File: config.mk
export PLATFORM = sky130hd
export DESIGN_NAME = iod_io_space
export DESIGN_NICKNAME = d
export VERILOG_FILES = /design/src/hw/iod_pkg.sv /design/src/hw/iod_access_if.sv /design/src/hw/iod_addr_decode.sv /design/src/hw/iod_bit_unit.sv /design/src/hw/iod_io_space.sv
export VERILOG_INCLUDE_DIRS = /design/src /design/src/hw
export SDC_FILE = /design/constraint.sdc
export NUM_CORES = 1
export LEC_CHECK = 0
export BUFFER_PORTS_ARGS = -buffer_cell sky130_fd_sc_hd__buf_2
export CORE_MARGIN = 5
export CORE_UTILIZATION = 25
export CTS_CLUSTER_SIZE = 10
export DETAILED_ROUTE_END_ITERATION = 10
export SLEW_MARGIN = 10
export SYNTH_ARGS = -nofsm -noshare
export SYNTH_HDL_FRONTEND = slang
export SYNTH_SLANG_ARGS = --single-unit
File: constraint.sdc
create_clock -name mclk -period 5.1 [get_ports mclk]
set_input_delay 0.255 -clock mclk [delete_from_list [all_inputs] [get_ports mclk]]
set_output_delay 0.255 -clock mclk [all_outputs]
set_load 0.005 [all_outputs]
File: src/hw/iod_params.svh
// Constants of the I/O register space decoder: offsets, field masks, ranges.
// Assumes inclusion by bare name from the package and design files.
`ifndef IOD_PARAMS_SVH
`define IOD_PARAMS_SVH

// ----------------------------------------------------------------------------
// Address ranges of the two access paths.
// ----------------------------------------------------------------------------
`define IOD_IO_LAST 6'h3F
`define IOD_BIT_LAST 6'h1F
`define IOD_DS_OFFSET 8'h20
`define IOD_DS_LAST 8'h5F

// ----------------------------------------------------------------------------
// Register offsets in the I/O space.
// ----------------------------------------------------------------------------
`define IOD_OFS_CMP_DIS 6'h01
`define IOD_OFS_SER_BAUD_HI 6'h02
`define IOD_OFS_SER_FRAME 6'h03
`define IOD_OFS_CMP_CTRL 6'h08
`define IOD_OFS_SER_BAUD_LO 6'h09
`define IOD_OFS_SER_CTRL 6'h0A
`define IOD_OFS_SER_STAT 6'h0B
`define IOD_OFS_SER_DATA 6'h0C
`define IOD_OFS_SHU_CTRL 6'h0D
`define IOD_OFS_SHU_STAT 6'h0E
`define IOD_OFS_SHU_DATA 6'h0F
`define IOD_OFS_PD_IN 6'h10
`define IOD_OFS_PD_DIR 6'h11
`define IOD_OFS_PD_OUT 6'h12
`define IOD_OFS_SCR0 6'h13
`define IOD_OFS_SCR1 6'h14
`define IOD_OFS_SCR2 6'h15
`define IOD_OFS_PB_IN 6'h16
`define IOD_OFS_PB_DIR 6'h17
`define IOD_OFS_PB_OUT 6'h18
`define IOD_OFS_PA_IN 6'h19
`define IOD_OFS_PA_DIR 6'h1A
`define IOD_OFS_PA_OUT 6'h1B
`define IOD_OFS_EE_CTRL 6'h1C
`define IOD_OFS_EE_DATA 6'h1D
`define IOD_OFS_EE_ADDR 6'h1E
`define IOD_OFS_PC_MASK 6'h20
`define IOD_OFS_WDG_CTRL 6'h21
`define IOD_OFS_T1_FORCE 6'h22
`define IOD_OFS_PRESC 6'h23
`define IOD_OFS_T1_CAP_LO 6'h24

// ----------------------------------------------------------------------------
// Field masks: stored writable bits, write-one-to-clear flags, live bits.
// ----------------------------------------------------------------------------
`define IOD_M_FULL 8'hFF
`define IOD_M_NONE 8'h00
`define IOD_M_CMP_DIS 8'h03
`define IOD_M_BAUD_HI 8'h0F
`define IOD_M_FRAME 8'h7F
`define IOD_M_CMP_RW 8'hCF
`define IOD_M_CMP_W1C 8'h10
`define IOD_POS_CMP_OUT 5
`define IOD_M_SER_RW 8'h03
`define IOD_M_SER_W1C 8'h40
`define IOD_POS_SER_RXDONE 7
`define IOD_POS_SER_EMPTY 5
`define IOD_POS_SER_FERR 4
`define IOD_POS_SER_OVR 3
`define IOD_POS_SER_PERR 2
`define IOD_M_SHU_CTRL 8'hFC
`define IOD_M_SHU_RW 8'h0F
`define IOD_M_SHU_W1C 8'hE0
`define IOD_POS_SHU_COLL 4
`define IOD_M_PORT_D 8'h7F
`define IOD_M_PORT_A 8'h07
`define IOD_M_EE_CTRL 8'h3F
`define IOD_M_EE_ADDR 8'h7F
`define IOD_M_WDG_RW 8'h7F
`define IOD_M_WDG_W1C 8'h80
`define IOD_M_PRESC 8'h01

`endif

File: src/hw/iod_pkg.sv
// Types shared by the I/O register space decoder modules.
// Assumes iod_params.svh is on the include path.
`include "iod_params.svh"

package iod_pkg;

  // Kind of access presented to the register space.
  typedef enum logic [2:0] {
    IOD_OP_NONE,
    IOD_OP_READ,
    IOD_OP_WRITE,
    IOD_OP_SET,
    IOD_OP_CLR,
    IOD_OP_TST_SET,
    IOD_OP_TST_CLR
  } iod_op_e;

  // Complete state of the register space.
  typedef struct packed {
    logic [63:0][7:0] regs;
    logic [7:0] rd_data;
    logic [5:0] rd_idx;
    logic rd_valid;
    logic skip;
    logic skip_valid;
    logic refused;
    logic wr_evt;
    logic [5:0] wr_idx;
    logic [7:0] wr_data;
  } iod_state_s;

endpackage

File: src/hw/iod_access_if.sv
// Carrier between the address decoder and the register space.
// Assumes both ends sit in the same clock domain.
`timescale 1ns/10ps

interface iod_access_if;
  import iod_pkg::*;
  logic valid;
  logic refused;
  iod_op_e op;
  logic [5:0] idx;
  logic [2:0] bit_sel;
  logic [7:0] wdata;
  modport dec (output valid, output refused, output op, output idx, output bit_sel, output wdata);
  modport space (input valid, input refused, input op, input idx, input bit_sel, input wdata);
endinterface

File: src/hw/iod_addr_decode.sv
// Address decoder: unifies direct I/O and data-space requests into one access.
// Assumes at most one request per path per cycle, strobes synchronous to mclk.
`timescale 1ns/10ps

module iod_addr_decode
  import iod_pkg::*;
(
  input wire logic [5:0] io_addr,
  input wire logic [2:0] io_bit,
  input wire logic [7:0] io_wdata,
  input wire logic io_in,
  input wire logic io_out,
  input wire logic set_bit,
  input wire logic clr_bit,
  input wire logic skip_if_set,
  input wire logic skip_if_clr,
  input wire logic [7:0] ds_addr,
  input wire logic [7:0] ds_wdata,
  input wire logic ds_load,
  input wire logic ds_store,
  iod_access_if.dec acc
);

  logic io_any;
  logic ds_any;
  logic ds_hit;
  logic [7:0] ds_rel;
  logic bit_kind;

  // Data-space requests are shifted down by the I/O window offset.
  assign ds_rel = ds_addr - `IOD_DS_OFFSET;
  assign ds_hit = (ds_addr >= `IOD_DS_OFFSET) && (ds_addr <= `IOD_DS_LAST);
  assign io_any = io_in | io_out | set_bit | clr_bit | skip_if_set | skip_if_clr;
  assign ds_any = ds_load | ds_store;
  assign bit_kind = set_bit | clr_bit | skip_if_set | skip_if_clr;

  // The direct path wins; a concurrent data-space request is refused.
  always_comb begin
    acc.valid = 1'b0;
    acc.refused = 1'b0;
    acc.op = IOD_OP_NONE;
    acc.idx = io_addr;
    acc.bit_sel = io_bit;
    acc.wdata = io_wdata;
    if (io_any) begin
      if (bit_kind && (io_addr > `IOD_BIT_LAST)) begin
        acc.refused = 1'b1;
      end else begin
        acc.valid = 1'b1;
        if (io_in) begin
          acc.op = IOD_OP_READ;
        end else if (io_out) begin
          acc.op = IOD_OP_WRITE;
        end else if (set_bit) begin
          acc.op = IOD_OP_SET;
        end else if (clr_bit) begin
          acc.op = IOD_OP_CLR;
        end else if (skip_if_set) begin
          acc.op = IOD_OP_TST_SET;
        end else begin
          acc.op = IOD_OP_TST_CLR;
        end
      end
      if (ds_any) begin
        acc.refused = 1'b1;
      end
    end else if (ds_any) begin
      acc.idx = ds_rel[5:0];
      acc.wdata = ds_wdata;
      if (ds_hit) begin
        acc.valid = 1'b1;
        acc.op = ds_load ? IOD_OP_READ : IOD_OP_WRITE;
      end else begin
        acc.refused = 1'b1;
      end
    end
  end

endmodule

File: src/hw/iod_bit_unit.sv
// Next-value logic for one register: full writes, single-bit set and clear,
// write-one-to-clear flags and bit tests. Purely combinational.
// Assumes the caller supplies masks that are zero on reserved bits.
`timescale 1ns/10ps

module iod_bit_unit
  import iod_pkg::*;
(
  input wire iod_op_e op,
  input wire logic [2:0] bit_sel,
  input wire logic [7:0] wdata,
  input wire logic [7:0] cur,
  input wire logic [7:0] rd_val,
  input wire logic [7:0] rw_mask,
  input wire logic [7:0] w1c_mask,
  input wire logic [7:0] ev_set,
  output logic [7:0] nxt,
  output logic test
);

  logic [7:0] one_hot;

  assign one_hot = 8'h01 << bit_sel;

  // Each operation touches only its own bits; hardware flag events win last.
  always_comb begin
    nxt = cur;
    test = 1'b0;
    case (op)
      IOD_OP_WRITE: begin
        nxt = (cur & ~rw_mask & ~w1c_mask) | (wdata & rw_mask) | (cur & w1c_mask & ~wdata);
      end
      IOD_OP_SET: begin
        if ((one_hot & w1c_mask) != 8'h00) begin
          nxt = cur & ~one_hot;
        end else begin
          nxt = cur | (one_hot & rw_mask);
        end
      end
      IOD_OP_CLR: begin
        nxt = cur & ~(one_hot & rw_mask);
      end
      IOD_OP_TST_SET: begin
        test = rd_val[bit_sel];
      end
      IOD_OP_TST_CLR: begin
        test = ~rd_val[bit_sel];
      end
      default: begin
        nxt = cur;
      end
    endcase
    nxt = nxt | (ev_set & w1c_mask);
  end

endmodule

File: src/hw/iod_io_space.sv
// I/O register space of a small 8-bit controller: decoder, storage and
// access logic for the 64-byte space behind the processor core.
// Assumes the core presents one-cycle strobes synchronous to mclk and that
// peripherals take register contents from reg_image and side effects from
// the write and read event outputs.
`timescale 1ns/10ps

module iod_io_space
  import iod_pkg::*;
(
  input wire logic mclk,
  input wire logic sys_rst,
  input wire logic [5:0] io_addr,
  input wire logic [2:0] io_bit,
  input wire logic [7:0] io_wdata,
  input wire logic io_in,
  input wire logic io_out,
  input wire logic set_bit,
  input wire logic clr_bit,
  input wire logic skip_if_set,
  input wire logic skip_if_clr,
  input wire logic [7:0] ds_addr,
  input wire logic [7:0] ds_wdata,
  input wire logic ds_load,
  input wire logic ds_store,
  output logic [7:0] rd_data,
  output logic rd_valid,
  output logic [5:0] rd_idx,
  output logic skip,
  output logic skip_valid,
  output logic refused,
  output logic wr_evt,
  output logic [5:0] wr_idx,
  output logic [7:0] wr_data,
  output logic [511:0] reg_image,
  input wire logic [2:0] pin_a,
  input wire logic [7:0] pin_b,
  input wire logic [6:0] pin_d,
  input wire logic cmp_out,
  input wire logic ser_rx_done,
  input wire logic ser_tx_empty,
  input wire logic ser_frame_err,
  input wire logic ser_overrun,
  input wire logic ser_parity_err,
  input wire logic shu_collision,
  input wire logic cmp_flag_evt,
  input wire logic ser_tx_done_evt,
  input wire logic shu_start_evt,
  input wire logic shu_ovf_evt,
  input wire logic shu_stop_evt,
  input wire logic wdg_flag_evt
);

  // --------------------------------------------------------------------------
  // Register field classification.
  // --------------------------------------------------------------------------

  // Bits that software stores; everything else at the address is either a
  // flag, a live status bit or reserved and therefore reads zero.
  function automatic logic [7:0] rw_mask(input logic [5:0] idx);
    case (idx)
      `IOD_OFS_CMP_DIS: rw_mask = `IOD_M_CMP_DIS;
      `IOD_OFS_SER_BAUD_HI: rw_mask = `IOD_M_BAUD_HI;
      `IOD_OFS_SER_FRAME: rw_mask = `IOD_M_FRAME;
      `IOD_OFS_CMP_CTRL: rw_mask = `IOD_M_CMP_RW;
      `IOD_OFS_SER_BAUD_LO: rw_mask = `IOD_M_FULL;
      `IOD_OFS_SER_CTRL: rw_mask = `IOD_M_FULL;
      `IOD_OFS_SER_STAT: rw_mask = `IOD_M_SER_RW;
      `IOD_OFS_SER_DATA: rw_mask = `IOD_M_FULL;
      `IOD_OFS_SHU_CTRL: rw_mask = `IOD_M_SHU_CTRL;
      `IOD_OFS_SHU_STAT: rw_mask = `IOD_M_SHU_RW;
      `IOD_OFS_SHU_DATA: rw_mask = `IOD_M_FULL;
      `IOD_OFS_PD_DIR: rw_mask = `IOD_M_PORT_D;
      `IOD_OFS_PD_OUT: rw_mask = `IOD_M_PORT_D;
      `IOD_OFS_SCR0: rw_mask = `IOD_M_FULL;
      `IOD_OFS_SCR1: rw_mask = `IOD_M_FULL;
      `IOD_OFS_SCR2: rw_mask = `IOD_M_FULL;
      `IOD_OFS_PB_DIR: rw_mask = `IOD_M_FULL;
      `IOD_OFS_PB_OUT: rw_mask = `IOD_M_FULL;
      `IOD_OFS_PA_DIR: rw_mask = `IOD_M_PORT_A;
      `IOD_OFS_PA_OUT: rw_mask = `IOD_M_PORT_A;
      `IOD_OFS_EE_CTRL: rw_mask = `IOD_M_EE_CTRL;
      `IOD_OFS_EE_DATA: rw_mask = `IOD_M_FULL;
      `IOD_OFS_EE_ADDR: rw_mask = `IOD_M_EE_ADDR;
      `IOD_OFS_PC_MASK: rw_mask = `IOD_M_FULL;
      `IOD_OFS_WDG_CTRL: rw_mask = `IOD_M_WDG_RW;
      `IOD_OFS_PRESC: rw_mask = `IOD_M_PRESC;
      `IOD_OFS_T1_CAP_LO: rw_mask = `IOD_M_FULL;
      default: rw_mask = `IOD_M_NONE;
    endcase
  endfunction

  // Flags that hardware sets and software clears by writing a one.
  function automatic logic [7:0] w1c_mask(input logic [5:0] idx);
    case (idx)
      `IOD_OFS_CMP_CTRL: w1c_mask = `IOD_M_CMP_W1C;
      `IOD_OFS_SER_STAT: w1c_mask = `IOD_M_SER_W1C;
      `IOD_OFS_SHU_STAT: w1c_mask = `IOD_M_SHU_W1C;
      `IOD_OFS_WDG_CTRL: w1c_mask = `IOD_M_WDG_W1C;
      default: w1c_mask = `IOD_M_NONE;
    endcase
  endfunction

  // Per-register set events of the flags above, aligned to their positions.
  function automatic logic [7:0] ev_byte(input logic [5:0] idx);
    case (idx)
      `IOD_OFS_CMP_CTRL: ev_byte = {3'b000, cmp_flag_evt, 4'b0000};
      `IOD_OFS_SER_STAT: ev_byte = {1'b0, ser_tx_done_evt, 6'b00_0000};
      `IOD_OFS_SHU_STAT: ev_byte = {shu_start_evt, shu_ovf_evt, shu_stop_evt, 5'b0_0000};
      `IOD_OFS_WDG_CTRL: ev_byte = {wdg_flag_evt, 7'b000_0000};
      default: ev_byte = 8'h00;
    endcase
  endfunction

  // Live bits that come straight from peripherals and pins, never stored.
  function automatic logic [7:0] live_byte(input logic [5:0] idx);
    logic [7:0] v;
    v = 8'h00;
    case (idx)
      `IOD_OFS_CMP_CTRL: begin
        v[`IOD_POS_CMP_OUT] = cmp_out;
      end
      `IOD_OFS_SER_STAT: begin
        v[`IOD_POS_SER_RXDONE] = ser_rx_done;
        v[`IOD_POS_SER_EMPTY] = ser_tx_empty;
        v[`IOD_POS_SER_FERR] = ser_frame_err;
        v[`IOD_POS_SER_OVR] = ser_overrun;
        v[`IOD_POS_SER_PERR] = ser_parity_err;
      end
      `IOD_OFS_SHU_STAT: begin
        v[`IOD_POS_SHU_COLL] = shu_collision;
      end
      `IOD_OFS_PD_IN: begin
        v = {1'b0, pin_d};
      end
      `IOD_OFS_PB_IN: begin
        v = pin_b;
      end
      `IOD_OFS_PA_IN: begin
        v = {5'b0_0000, pin_a};
      end
      default: begin
        v = 8'h00;
      end
    endcase
    live_byte = v;
  endfunction

  // --------------------------------------------------------------------------
  // Access decoding and next-value computation.
  // --------------------------------------------------------------------------

  iod_access_if acc ();

  iod_state_s q;
  iod_state_s d;
  logic [7:0] cur_byte;
  logic [7:0] cur_rw;
  logic [7:0] cur_w1c;
  logic [7:0] cur_ev;
  logic [7:0] cur_rd;
  logic [7:0] bu_nxt;
  logic bu_test;

  // Both request paths collapse into one access toward the register space.
  iod_addr_decode u_dec (
    .io_addr(io_addr),
    .io_bit(io_bit),
    .io_wdata(io_wdata),
    .io_in(io_in),
    .io_out(io_out),
    .set_bit(set_bit),
    .clr_bit(clr_bit),
    .skip_if_set(skip_if_set),
    .skip_if_clr(skip_if_clr),
    .ds_addr(ds_addr),
    .ds_wdata(ds_wdata),
    .ds_load(ds_load),
    .ds_store(ds_store),
    .acc(acc)
  );

  // Values of the addressed register as seen by this access.
  assign cur_byte = q.regs[acc.idx];
  assign cur_rw = rw_mask(acc.idx);
  assign cur_w1c = w1c_mask(acc.idx);
  assign cur_ev = ev_byte(acc.idx);
  assign cur_rd = (cur_byte & (cur_rw | cur_w1c)) | live_byte(acc.idx);

  // One shared unit is enough since the core makes one access per cycle.
  iod_bit_unit u_bit (
    .op(acc.op),
    .bit_sel(acc.bit_sel),
    .wdata(acc.wdata),
    .cur(cur_byte),
    .rd_val(cur_rd),
    .rw_mask(cur_rw),
    .w1c_mask(cur_w1c),
    .ev_set(cur_ev),
    .nxt(bu_nxt),
    .test(bu_test)
  );

  // --------------------------------------------------------------------------
  // State update.
  // --------------------------------------------------------------------------

  // Flag events land on every register each cycle; the accessed register then
  // takes the unit's result, which already folds the same events in, so an
  // event in the cycle of its clear survives.
  always_comb begin
    d = q;
    d.rd_valid = 1'b0;
    d.skip_valid = 1'b0;
    d.wr_evt = 1'b0;
    d.refused = acc.refused;
    for (int i = 0; i < 64; i++) begin
      d.regs[i] = q.regs[i] | (ev_byte(6'(i)) & w1c_mask(6'(i)));
    end
    if (acc.valid) begin
      case (acc.op)
        IOD_OP_READ: begin
          d.rd_valid = 1'b1;
          d.rd_data = cur_rd;
          d.rd_idx = acc.idx;
        end
        IOD_OP_WRITE: begin
          d.regs[acc.idx] = bu_nxt;
          d.wr_evt = 1'b1;
          d.wr_idx = acc.idx;
          d.wr_data = acc.wdata & (cur_rw | cur_w1c | ~cur_rw); // Strobe bits pass to peripherals.
        end
        IOD_OP_SET, IOD_OP_CLR: begin
          d.regs[acc.idx] = bu_nxt;
          d.wr_evt = 1'b1;
          d.wr_idx = acc.idx;
          d.wr_data = bu_nxt;
        end
        IOD_OP_TST_SET, IOD_OP_TST_CLR: begin
          d.skip_valid = 1'b1;
          d.skip = bu_test;
        end
        default: begin
          d.skip_valid = 1'b0;
        end
      endcase
    end
  end

  // Synchronous reset clears every register, flag and answer.
  always_ff @(posedge mclk) begin
    if (sys_rst) begin
      q <= '0;
    end else begin
      q <= d;
    end
  end

  // --------------------------------------------------------------------------
  // Outputs, all taken from flip-flops.
  // --------------------------------------------------------------------------

  // The image carries stored bits only; live bits come from the peripherals
  // themselves, so they are not echoed back here.
  assign reg_image = q.regs;
  assign rd_data = q.rd_data;
  assign rd_valid = q.rd_valid;
  assign rd_idx = q.rd_idx;
  assign skip = q.skip;
  assign skip_valid = q.skip_valid;
  assign refused = q.refused;
  assign wr_evt = q.wr_evt;
  assign wr_idx = q.wr_idx;
  assign wr_data = q.wr_data;

endmodule

==> results.md <==
- Dpl cells: 4,754
- RSZ-0062 raised after global routing: false
- Total track usage: 27.6%
- Hold Crit Class: in2reg
- Power per Cell Area: 309 nW/µm²
- WL per Instance: 32.1 µm
- VDD IR max: 0.200 mV
- # hold bufs at CTS: 6
- Clk pin slew, worst setup/hold paths: 60 ps
- Via density: 5.59
- Vias in the first global route: 25.2k
- Setup TNS: 0 ps
- First-pass GRT wire length: 211,000 µm
- Overall Power: 10.1 mW
- DP HPWL: 122,000 µm
- Setup Fix Bufs, Post-CTS: 0
- CTS Buffer Depth: 3
- Nets@finish: 3,606
- Worst Skew: 31.1 ps
- Total number of vias: 27.2k
- HP Start: wdg_flag_evt
- CTS-repair resized insts: 0
- Slowest stage cell, crit path: or4_4
- Critical R2R Launch: reg_image[36]
- Final period util: 83.6%
- Clock sink count: 545
- CP Launch Type: primary input
- Maxcap violations: 0
- CP Cell Sequence: buf_2 -> or4_4 -> o31ai_4 -> nand2_4 -> buf_12 -> nor2_1 -> buf_4 -> a31oi_1 -> a311o_1 -> a21oi_1 -> nor2_1 -> o21ai_2 -> buf_4 -> nand2b_1 -> a21oi_1
- PortBufs: 618
- Design area: 32,800 µm²
- Fmax: 0.234 GHz
- Starting Density: 25.1%
- Final ANT Viol Nets: 0
- I/O pins: 619
- Die Width: 327 µm
- Drt pass-1 iters: 8
- Final count of pins violating max slew: 0
- Max Fanout on Critical Path: 25
- Final Non-Filler Cells: 4,860
- Post-Syn Instances: 2,852
- Final Setup Violations: 0
- Slew HR: 14.9%
- CP Class: in2reg
- Root Driver: clkbuf_16
- CP arrival: 4750 ps
- TritonCTS buffer count: 68
- Site Rows: 116
- Area grow syn2layout: 30.7%
- Final Critical Period: 4270 ps
- Most common cell after layout, fill and taps aside: buf_2
- Clock Latency Late Sink: 650 ps
- CTS tree: built
- # DRC: 0
- Worst slew pin tran: 1260 ps
- Status: complete, no violations
- Placed Area: 30,700 µm²
- Gr ovfl total: 0
- GPL Wtd Cong: 1.04
- # H-tree levels: 3
- Die Span Y: 327 µm
- Initial antenna violation count: 14
- Worst R2R Setup Slack: 1860 ps
- Fillers: 10.6k
- Critical path's largest stage delay: 770 ps
- Most frequent cells in the layout: buf_2 (617), dfxtp_1 (545), nor2b_1 (356)
- Layout cells sized above 1: 28.9%
- Initial DRC Count: 3,511
- Post-synthesis sequential area ratio: 43.5%
- DIE AREA: 107,000 µm²
- Synth Flop Type: dfxtp_1
- Largest net degree at the start of global routing: 178
- Critical path data required time: 5580 ps
- Synth warn: 0
- Leak: 14.0 nW
- Mapped cell area: 25,100 µm²
- Netlist cell types: 91
- Fraction of registers with async set/reset: 0%
- Synthesized area per cell: 8.80 µm²
- CP startpoint: set_bit
- Aggregate routed wire length: 156,000 µm
- Syn Nets: 2,926
- Flops & latches, synth: 545
- Core Box Area: 99,900 µm²
- Final hold violation count: 0
- Worst Setup End Kind: flop
- Post-synth EDFFs: 0
final timing paths:
| kind | to | depth (start not counted) |
|---|---|---|
| min reg2reg | reg_image[60] | 2 |
| max | reg_image[155] | 15 |
| max reg2reg | skip | 11 |
| min | reg_image[271] | 3 |
cells in the mapped netlist (29+ instances only):
library cell	number	area, µm²
dfxtp_1	545	10900
nor2b_1	356	2230
nor2_1	275	1030
a211oi_1	204	1530
nand2_1	191	717
clkbuf_1	160	601
a21oi_1	130	651
mux2i_1	122	1220
and3_1	102	638
o21ai_0	69	345
nand3_1	62	310
buf_2	46	230
a31oi_1	38	238
nor3_1	32	160
a22oi_1	29	218
flip-flops by register name, indices dropped and copies added, names as in the netlist:
signal      count
rd_data         8
rd_idx          6
rd_valid        1
refused         1
reg_image     512
skip            1
skip_valid      1
wr_data         8
wr_evt          1
wr_idx          6
cell families (layout without fill, tap and decap cells):
| family | after synthesis | count (layout) | synth area share, % |
|---|---|---|---|
| xor gates and xnor gates | 3 | 3 | 0.105 |
| AOI/OAI and AO/OA | 752 | 752 | 21.9 |
| other | 0 | 7 | 0 |
| DFF | 545 | 545 | 43.5 |
| muxes | 141 | 141 | 6.09 |
| and+or+nand+nor | 1146 | 1146 | 23.9 |
| buffers and inverters | 265 | 968 | 4.58 |
area by class of cell:
cell class	count	area [µm²]	share of cell area, %
Inverter	25	93.8	0.286
Clock inverter	13	203	0.618
Multi-Input combinational cell	2042	13100	40.0
Sequential cell	545	10900	33.2
Timing Repair Buffer	850	5050	15.4
Tap cell	1298	1620	4.95
Antenna cell	7	17.5	0.0534
Clock buffer	80	1800	5.48
per-stage QoR:
| step | setup WS (ps) | hold slack, ps | util (%) |
|---|---|---|---|
| after floorplan | 1600 | 438 | - |
| final | 834 | 34.7 | 32.9 |
| after detailed placement | 386 | 457 | 30.8 |
| after global placement | 384 | 445 | 30.8 |
| after global routing | 881 | 48.5 | 32.8 |
| after CTS | 1040 | 14.5 | 32.8 |
worst max-delay path, delay by kind of cell:
family / cells / cell delay [ps]
compound gates: 6 / 1650
buf+inv: 4 / 960
simple gates: 5 / 1780
report_power, final:
part	total (mW)	leakage, nW	internal, mW	switching (mW)
Clock	4.56	0.976	2.60	1.96
Sequential	4.31	4.40	4.29	0.0259
Combinational	1.27	8.58	0.380	0.892
per-layer routing:
metal / GRT usage, % / vias up / wire length [µm]
li1: - / 11730 / -
met1: 34.6 / 13319 / 61500
met2: 43.1 / 1759 / 68300
met3: 8.93 / 371 / 17600
met4: 13.0 / 2 / 8730
met5: 0 / - / 13
Power figures use the tool's default switching activity.
